<file path="src/verilog/srm_pkg.sv">
package srm_pkg;
   localparam int W = 16;
   localparam int FLUX_W = 32;
   localparam int LUT_AW = 6;
   // clock rate and loop periods
   localparam int CLK_PERIOD_NS = 8;
   localparam int SPEED_PERIOD_NS = 1000000;
   localparam int CUR_PERIOD_NS = 10000;
   localparam int SAMP_PERIOD_NS = 10000;
   localparam int SPEED_DIV_CYC = SPEED_PERIOD_NS / CLK_PERIOD_NS;
   localparam int CUR_DIV_CYC = CUR_PERIOD_NS / CLK_PERIOD_NS;
   localparam int SAMP_DIV_CYC = SAMP_PERIOD_NS / CLK_PERIOD_NS;
   // duty and scaling
   localparam logic [W-1:0] DUTY_FULL = 16'hFFFF;
   localparam logic [W-1:0] DUTY_ZERO = 16'h0000;
   localparam int K_FRAC = 15;
   localparam int R_SHIFT = 8;
   localparam int ADV_SHIFT = 16;
   localparam int GAMMA_SHIFT = 16;
   localparam int DIV_STEPS = 32;
   // regulator gains as right shifts
   localparam int SPD_KP_SH = 2;
   localparam int SPD_KI_SH = 6;
   localparam int CUR_KP_SH = 1;
   localparam int CUR_KI_SH = 4;
   // flux curve shape
   localparam int LUT_KNEE = 32;
   localparam int LUT_SLOPE_LO = 1024;
   localparam int LUT_SLOPE_HI = 256;
   localparam logic [2:0] PHASE_FIRST = 3'b001;
   localparam logic [2:0] PHASE_NONE = 3'b000;
   typedef enum logic [1:0] {ST_OFF, ST_FULL, ST_REG} srm_drive_e;
endpackage : srm_pkg

</file>
<file path="src/verilog/srm_flux_rom.sv">
`timescale 1ns/1ps
module srm_flux_rom import srm_pkg::*; #(
   parameter int AW = LUT_AW,
   parameter int DW = W
) (
   // clock
   input wire logic CLK,
   // read port
   input wire logic [AW-1:0] ADDR,
   output logic [DW-1:0] DATA
);
   // aligned flux against current: steep, then saturating
   function automatic logic [DW-1:0] curve(input int a);
      int v;
      v = 0;
      if (a < LUT_KNEE) begin
         v = a * LUT_SLOPE_LO;
      end else begin
         v = LUT_KNEE * LUT_SLOPE_LO + (a - LUT_KNEE) * LUT_SLOPE_HI;
      end
      return DW'(v);
   endfunction : curve

   logic [DW-1:0] mem [2**AW];

   always_comb begin
      for (int n = 0; n < 2**AW; n++) begin
         mem[n] = curve(n);
      end
   end

   always_ff @(posedge CLK) begin
      DATA <= mem[ADDR];
   end
endmodule : srm_flux_rom

</file>
<file path="src/verilog/srm_pi.sv">
`timescale 1ns/1ps
module srm_pi import srm_pkg::*; #(
   parameter int DW = W,
   parameter int KP_SH = 2,
   parameter int KI_SH = 6
) (
   // clock and reset
   input wire logic CLK,
   input wire logic RST_B,
   // control
   input wire logic EN,
   input wire logic CLR,
   input wire logic [DW-1:0] PRESET,
   // loop signals
   input wire logic [DW-1:0] SP,
   input wire logic [DW-1:0] FB,
   output logic [DW-1:0] OUT
);
   localparam logic signed [DW+1:0] MAXV = {2'b00, {DW{1'b1}}};

   function automatic logic signed [DW+1:0] sat(input logic signed [DW+1:0] x);
      if (x < 0) begin
         return '0;
      end
      return (x > MAXV) ? MAXV : x;
   endfunction : sat

   logic signed [DW+1:0] err, integ_reg, integ_next, sum;

   always_comb begin
      err = $signed({2'b00, SP}) - $signed({2'b00, FB});
      integ_next = sat(integ_reg + (err >>> KI_SH));
      sum = sat(integ_next + (err >>> KP_SH));
   end

   // output moves only on its loop tick or on a clear, so it holds for the whole period
   always_ff @(posedge CLK) begin
      if (!RST_B || CLR) begin
         integ_reg <= $signed({2'b00, PRESET});
         OUT <= PRESET;
      end else if (EN) begin
         integ_reg <= integ_next;
         OUT <= sum[DW-1:0];
      end
   end
endmodule : srm_pi

</file>
<file path="src/verilog/srm_commutation.sv">
`timescale 1ns/1ps
// Notes on behaviour
// - voltage mode: applied phase voltage constant over each dwell, set from the speed loop at turn-on.
// - phase switching follows estimated rotor position, never elapsed time.
// - voltage mode: speed error (desired minus actual) sets PWM duty.
// - voltage mode: duty latched at turn-on, unchanged for the whole dwell.
// - current mode: current setpoint held for each speed-loop period.
// - current mode: speed regulator turns speed error into current setpoint.
// - current mode: current regulator sets duty, updated at current-loop rate.
// - current mode: newly commutated phase driven at full duty first.
// - current compared to setpoint periodically; regulator enabled once exceeded.
// - regulator owns duty until next commutation; repeats every stroke.
// - phase energized at minimum inductance; inductance taken as constant.
// - rise time is unaligned inductance times current over bus voltage times duty.
// - advance angle is rise time times actual electrical speed.
// - reference flux is angle factor (0..1) times aligned flux at current.
// - aligned magnetization curve kept in a lookup table.
// - flux estimate integrates voltage minus resistance times current from turn-on.
// - estimate cleared at turn-on; voltage and current sampled together periodically.
// - after each flux update, compare against reference at present current.
// - estimate above reference commutates: active phase off, next phase on.
// - flux grows by voltage minus drop once per sample, from stroke start.
// - flux kept divided by sample period; table carries the same scaling.
module srm_commutation import srm_pkg::*; #(
   parameter int SPEED_DIV = SPEED_DIV_CYC,
   parameter int CUR_DIV = CUR_DIV_CYC,
   parameter int SAMP_DIV = SAMP_DIV_CYC
) (
   // clock and reset
   input wire logic CLK,
   input wire logic RST_B,
   // control
   input wire logic RUN,
   input wire logic MODE_CURRENT,
   input wire logic [W-1:0] SPEED_DESIRED,
   input wire logic [W-1:0] SPEED_ACTUAL,
   // motor constants
   input wire logic [W-1:0] R_PHASE,
   input wire logic [W-1:0] K_COMM,
   input wire logic [W-1:0] L_UNALIGNED,
   input wire logic [W-1:0] BUS_VOLTAGE,
   // sampled inverter quantities
   input wire logic signed [W-1:0] PHASE_VOLTAGE,
   input wire logic [W-1:0] PHASE_CURRENT,
   // drive outputs
   output logic [2:0] PHASE_EN,
   output logic [W-1:0] PWM_DUTY,
   output logic CUR_REG_ON,
   output logic COMMUTATE,
   // status
   output logic signed [FLUX_W-1:0] FLUX_EST,
   output logic [W-1:0] ADVANCE_ANGLE,
   output logic [W-1:0] SETPOINT
);
   // tick dividers: speed loop, current loop, flux sampling
   localparam int DIVS [3] = '{SPEED_DIV, CUR_DIV, SAMP_DIV};
   logic [2:0] tick;
   logic spd_tick, cur_tick, samp_tick;

   for (genvar g = 0; g < 3; g++) begin : g_div
      logic [31:0] cnt_reg;
      always_ff @(posedge CLK) begin
         if (!RST_B || cnt_reg == 32'(DIVS[g] - 1)) begin
            cnt_reg <= '0;
         end else begin
            cnt_reg <= cnt_reg + 32'h0000_0001;
         end
      end
      always_ff @(posedge CLK) begin
         tick[g] <= RST_B && (cnt_reg == 32'(DIVS[g] - 1));
      end
   end

   assign spd_tick = tick[0];
   assign cur_tick = tick[1];
   assign samp_tick = tick[2];

   // speed regulator: its output is duty in voltage mode, current setpoint otherwise
   logic [W-1:0] spd_out, cur_out;
   srm_drive_e st_reg, st_next;

   srm_pi #(.DW(W), .KP_SH(SPD_KP_SH), .KI_SH(SPD_KI_SH)) u_speed (
      .CLK(CLK),
      .RST_B(RST_B),
      .EN(spd_tick),
      .CLR(1'b0),
      .PRESET(DUTY_ZERO),
      .SP(SPEED_DESIRED),
      .FB(SPEED_ACTUAL),
      .OUT(spd_out)
   );

   // current regulator is preset to full duty, so takeover is bumpless
   srm_pi #(.DW(W), .KP_SH(CUR_KP_SH), .KI_SH(CUR_KI_SH)) u_current (
      .CLK(CLK),
      .RST_B(RST_B),
      .EN(cur_tick && st_reg == ST_REG),
      .CLR(st_reg != ST_REG),
      .PRESET(DUTY_FULL),
      .SP(spd_out),
      .FB(PHASE_CURRENT),
      .OUT(cur_out)
   );

   // flux pipeline: capture, integrate, compare
   logic signed [W-1:0] u_cap;
   logic [W-1:0] i_cap, lut_data;
   logic s1_vld, s2_vld, comm_now, turn_on;
   logic signed [FLUX_W-1:0] flux_reg, drop, flux_next;
   logic [2*W-1:0] r_prod, k_prod;
   logic [W-1:0] flux_ref;
   logic [2:0] ptr_reg;

   srm_flux_rom #(.AW(LUT_AW), .DW(W)) u_rom (
      .CLK(CLK),
      .ADDR(i_cap[W-1 -: LUT_AW]),
      .DATA(lut_data)
   );

   always_ff @(posedge CLK) begin
      if (!RST_B) begin
         u_cap <= '0;
         i_cap <= '0;
      end else if (samp_tick) begin
         u_cap <= PHASE_VOLTAGE;
         i_cap <= PHASE_CURRENT;
      end
   end

   always_ff @(posedge CLK) begin
      if (!RST_B) begin
         s1_vld <= 1'b0;
         s2_vld <= 1'b0;
      end else begin
         s1_vld <= samp_tick && !turn_on;
         s2_vld <= s1_vld && !turn_on;
      end
   end

   // flux is kept in units of flux per sample period; the table uses the same unit
   always_comb begin
      r_prod = R_PHASE * i_cap;
      drop = $signed({{R_SHIFT{1'b0}}, r_prod[2*W-1:R_SHIFT]});
      flux_next = flux_reg + FLUX_W'(u_cap) - drop;
      k_prod = K_COMM * lut_data;
      flux_ref = k_prod[K_FRAC+W-1:K_FRAC];
   end

   // position, not time, decides when to commutate
   assign comm_now = RUN && st_reg != ST_OFF && s2_vld
                     && flux_reg > $signed({16'h0000, flux_ref});
   assign turn_on = comm_now || (RUN && st_reg == ST_OFF);

   always_ff @(posedge CLK) begin
      if (!RST_B || turn_on) begin
         flux_reg <= '0;
      end else if (s1_vld) begin
         flux_reg <= flux_next;
      end
   end

   always_ff @(posedge CLK) begin
      if (!RST_B) begin
         ptr_reg <= PHASE_FIRST;
      end else if (comm_now) begin
         ptr_reg <= {ptr_reg[1:0], ptr_reg[2]};
      end
   end

   always_ff @(posedge CLK) begin
      if (!RST_B || !RUN) begin
         PHASE_EN <= PHASE_NONE;
      end else if (comm_now) begin
         PHASE_EN <= {ptr_reg[1:0], ptr_reg[2]};
      end else begin
         PHASE_EN <= ptr_reg;
      end
   end

   // drive state
   always_comb begin
      st_next = st_reg;
      unique case (st_reg)
         ST_OFF: st_next = ST_FULL;
         ST_FULL: begin
            if (!comm_now && MODE_CURRENT && cur_tick && PHASE_CURRENT > spd_out) begin
               st_next = ST_REG;
            end
         end
         ST_REG: begin
            if (comm_now) begin
               st_next = ST_FULL;
            end
         end
      endcase
   end

   always_ff @(posedge CLK) begin
      if (!RST_B || !RUN) begin
         st_reg <= ST_OFF;
      end else begin
         st_reg <= st_next;
      end
   end

   always_ff @(posedge CLK) begin
      if (!RST_B || !RUN) begin
         PWM_DUTY <= DUTY_ZERO;
      end else if (turn_on) begin
         PWM_DUTY <= MODE_CURRENT ? DUTY_FULL : spd_out;
      end else if (MODE_CURRENT && st_reg == ST_REG) begin
         PWM_DUTY <= cur_out;
      end
   end

   always_ff @(posedge CLK) begin
      if (!RST_B) begin
         COMMUTATE <= 1'b0;
         CUR_REG_ON <= 1'b0;
         FLUX_EST <= '0;
         SETPOINT <= DUTY_ZERO;
      end else begin
         COMMUTATE <= comm_now;
         CUR_REG_ON <= st_next == ST_REG && RUN;
         FLUX_EST <= flux_reg;
         SETPOINT <= spd_out;
      end
   end

   // advance angle: serial divide, one bit per clock, restarted each speed tick
   logic dv_busy;
   logic [5:0] dv_cnt;
   logic [W-1:0] dv_rem, dv_den, dt;
   logic [31:0] dv_quo, num_prod, den_prod, adv_prod;
   logic [W:0] trial;

   always_comb begin
      num_prod = L_UNALIGNED * spd_out;
      den_prod = BUS_VOLTAGE * (MODE_CURRENT ? DUTY_FULL : spd_out);
      trial = {dv_rem, dv_quo[31]};
      dt = (dv_quo[31:W] != '0) ? DUTY_FULL : dv_quo[W-1:0];
      adv_prod = SPEED_ACTUAL * dt;
   end

   always_ff @(posedge CLK) begin
      if (!RST_B) begin
         dv_busy <= 1'b0;
         dv_cnt <= '0;
         dv_rem <= '0;
         dv_den <= '0;
         dv_quo <= '0;
         ADVANCE_ANGLE <= '0;
      end else if (!dv_busy) begin
         if (spd_tick) begin
            dv_busy <= 1'b1;
            dv_cnt <= '0;
            dv_rem <= '0;
            dv_quo <= num_prod;
            dv_den <= den_prod[GAMMA_SHIFT+W-1:GAMMA_SHIFT];
         end
      end else if (dv_cnt == 6'(DIV_STEPS)) begin
         dv_busy <= 1'b0;
         ADVANCE_ANGLE <= adv_prod[ADV_SHIFT+W-1:ADV_SHIFT];
      end else begin
         dv_cnt <= dv_cnt + 6'h01;
         if (trial >= {1'b0, dv_den}) begin
            dv_rem <= W'(trial - {1'b0, dv_den});
            dv_quo <= {dv_quo[30:0], 1'b1};
         end else begin
            dv_rem <= trial[W-1:0];
            dv_quo <= {dv_quo[30:0], 1'b0};
         end
      end
   end
endmodule : srm_commutation

</file>
<file path="config.mk">
export PLATFORM = sky130hd
export DESIGN_NAME = srm_commutation
export DESIGN_NICKNAME = d
export VERILOG_FILES = /design/src/verilog/srm_pkg.sv /design/src/verilog/srm_flux_rom.sv /design/src/verilog/srm_pi.sv /design/src/verilog/srm_commutation.sv
export SDC_FILE = /design/constraint.sdc
export NUM_CORES = 2
export LEC_CHECK = 0
export ABC_AREA = 1
export BUFFER_PORTS_ARGS = -buffer_cell sky130_fd_sc_hd__buf_2
export CAP_MARGIN = 20
export CORE_ASPECT_RATIO = 0.7
export CORE_MARGIN = 2
export CORE_UTILIZATION = 45
export CTS_CLUSTER_DIAMETER = 80
export CTS_CLUSTER_SIZE = 20
export DETAILED_ROUTE_END_ITERATION = 10
export PLACE_DENSITY = 0.57
export SYNTH_ARGS = -nofsm -noshare
export SYNTH_HDL_FRONTEND = slang
export SYNTH_SLANG_ARGS = --single-unit
</file>
<file path="constraint.sdc">
create_clock -name CLK -period 16.65 [get_ports CLK]
set_clock_uncertainty 0.2 [all_clocks]
set_input_delay 1.665 -clock CLK [delete_from_list [all_inputs] [get_ports CLK]]
set_output_delay 1.665 -clock CLK [all_outputs]
set_load 0.1 [all_outputs]
</file>
==> flow_metrics.py <==
metrics = {
    "setup_path": {
        "crit_top_cell": "fa_1",
        "crit_type": "in -> reg",
        "endpoint_kind": "register",
        "critPathRequiredTime_ns": 16.98,
        "slowest_delay_ns": 0.58,
        "path_max_fanout": 16,
        "arrival_ns": 9.79,
        "crit_path_start_kind": "input port",
        "cp_slowest_cell": "fa_1",
    },
    "grt": {
        "grt-ovfl-total": 0,
        "grt_usage_pct": 25.4,
        "antenna_found_initial": 2,
        "grt_max_degree": 59,
        "grt_pass1_wl_mm": 290,
        "grt_pass1_vias": 53100,
    },
    "layout": {
        "fin_nets": 10100,
        "fin_area_um2": 66000,
        "n_fill_cell": 14100,
        "area_growth_pct": 5.66,
        "drive_gt1_share_pct": 5.04,
        "largest_reg_flops": 96,
        "register_area_um2": 8010,
        "multi_input_area_um2": 45800,
    },
    "route": {
        "drt_iter0_drc": 3385,
        "dr.pass1.iters": 6,
        "drc": 0,
        "totalWireLength_mm": 177,
        "dr_total_vias": 52200,
        "wl_per_cell_um": 17.3,
        "via_per_inst": 5.08,
        "drtAntennaViolNets": 0,
    },
    "clock_tree": {
        "cts-root-buf": "clkbuf_16",
        "cts_setup_buffers": 0,
        "cts.sinks": 400,
        "htreeDepth": 1,
        "cts_tree": "yes",
        "path_clk_slew_ns": 0.08,
        "cts_buffers": 28,
        "cts_hold_buffers": 0,
        "clkLatencyLatePin_ns": 0.66,
        "clockBufferDepth": 3,
        "cts_repair_resize_count": 0,
    },
    "synthesis": {
        "yosysWarnings": 0,
        "synth-seq-cells": 400,
        "synth_fp_nets": 10100,
        "synth-edff-count": 0,
        "synthesis.area_um2": 62500,
        "synth_cell_type_count": 64,
        "async_flop_share_pct": 0,
        "synth_cells": 8430,
        "yosysSeqAreaShare_pct": 12.8,
        "syn_avg_cell_area_um2": 7.41,
        "yosys_most_used_dff": "dfxtp_1",
    },
    "pwr": {
        "p_leak_nw": 35.5,
        "powerDensity_nw_per_um2": 68.8,
        "vdd_drop_max_mv": 0.217,
    },
    "sta": {
        "worst_pin_slew_ns": 1.04,
        "finalCritPeriodShare_pct": 56.8,
        "fmax_mhz": 106,
        "fin_tns_setup_ns": 0,
        "rsz0062_at_grt": "false",
        "hold_viol": 0,
        "setup_viol": 0,
        "slew_violations": 0,
        "min_period_ns": 9.46,
        "slew_headroom_pct": 30.4,
    },
    "die": {
        "rows": 114,
        "initial_utilization_pct": 45.3,
        "pin_count": 217,
        "die_w_um": 449,
        "dieArea_um2": 142000,
        "dieHeight_um": 316,
        "core_area_um2": 138000,
    },
    "placement": {
        "place_area_um2": 65000,
        "io_buffer_count": 216,
        "gp_congestion": 0.938,
        "dp_hpwl_mm": 144,
    },
    "run": {
        "drv_cap": 0,
    },
    "run_status": {
        "status": "finished, final reports clean",
    },
    "worst_hold_path": {
        "hold_path_class": "reg -> reg",
    },
}
[synthesized netlist by cell type, drive strengths merged (61+ instances only)]
master | count | area share [%]
xnor2 | 90 | 1.3
inv | 1986 | 12
o21ai | 316 | 2.5
nand2 | 1981 | 12
xor2 | 127 | 1.8
nor2 | 504 | 3.1
fa | 886 | 28
dfxtp | 400 | 13
nor3 | 93 | 0.81
clkbuf | 294 | 1.8
nand4 | 61 | 0.61
nand3 | 245 | 2.1
a21oi | 447 | 3.6
ha | 669 | 13
[final timing paths]
check / startpoint / depth (start not counted) / to / slack [ns]
max: R_PHASE[12] / 34 / flux_reg[27] / 7.19
min: u_speed.integ_reg[16] / 2 / u_speed.integ_reg[16] / 0.24
max reg2reg: i_cap[1] / 33 / flux_reg[27] / 7.61
min reg2reg: u_speed.integ_reg[16] / 2 / u_speed.integ_reg[16] / 0.24
[routing by layer]
metal | up-vias | share of wire, % | GRT usage, %
li1 | 25400 | - | -
met1 | 25100 | 48 | 37.6
met2 | 1409 | 43 | 39.8
met3 | 192 | 6.1 | 3.28
met4 | 0 | 2.3 | 5.34
met5 | - | 0 | 0
[placed cells by master, fill, tap and decap left out, types with 16 or more instances in the layout]
cell type / synthesis / routed
a211oi_1: 16 / 16
a21o_1: 29 / 29
a21oi_1: 442 / 442
a31oi_1: 29 / 29
buf_2: 10 / 215
buf_4: 2 / 44
clkbuf_16: 0 / 28
dfxtp_1: 400 / 400
fa_1: 886 / 886
ha_1: 669 / 669
inv_1: 1975 / 1975
nand2_1: 1945 / 1945
nand2_2: 28 / 28
nand3_1: 228 / 228
nand4_1: 61 / 61
nor2_1: 495 / 493
nor3_1: 86 / 86
nor3b_1: 21 / 21
nor4_1: 33 / 33
o211ai_1: 19 / 19
o21a_1: 22 / 22
o21ai_0: 287 / 287
o21ai_1: 27 / 27
o21bai_1: 27 / 27
o22ai_1: 18 / 18
xnor2_1: 90 / 90
xor2_1: 127 / 127
[report_power, final]
group	internal, mW	total (mW)	switching (mW)	leakage, nW
clock	0.373	0.773	0.399	0.462
sequential	0.959	0.961	0.00249	3.23
combinational	0.939	2.81	1.87	31.8
total	2.27	4.54	2.27	35.5
[critical path: cells and delay by family]
family,cells,cell delay (ns)
AND/OR/NAND/NOR,7,0.97
buffers and inverters,7,0.65
adder cells (fa/ha/maj),9,4.23
AO/OA/AOI/OAI,9,1.86
XOR/XNOR,2,0.40
[through the flow]
step	hold slack [ns]	std cells	total power [mW]	worst slack (ns)	util, %
floorplan	0.129	8430	2.89	7.37	-
detailed placement	0.234	10200	3.71	6.62	47.1
finish	0.244	10300	4.54	7.19	47.9
global placement	0.220	10200	3.71	6.69	47.1
global route	0.274	10300	4.94	6.68	47.9
CTS	0.246	10300	4.51	7.29	47.8
[final cells by class]
type	instances	area share, %
repair buffers	263	2.28
well taps	1856	3.52
inverters	1994	11.3
multi-input cells	5716	69.3
diodes	1	0.00379
flip-flops and latches	400	12.1
clock buffers	30	1.10
clock inverters	13	0.341
[cells by family after synthesis]
kind of cell    Yosys count  share of synthesized area, %
flops                   400                          12.8
simple gates           2973                          19.8
mux                       6                        0.0981
compound gates          965                          8.56
xor+xnor                217                          3.04
buf+inv                2314                          14.0
fa+ha+maj              1555                          41.8
Note: power is estimated with default switching activity, not from simulation.
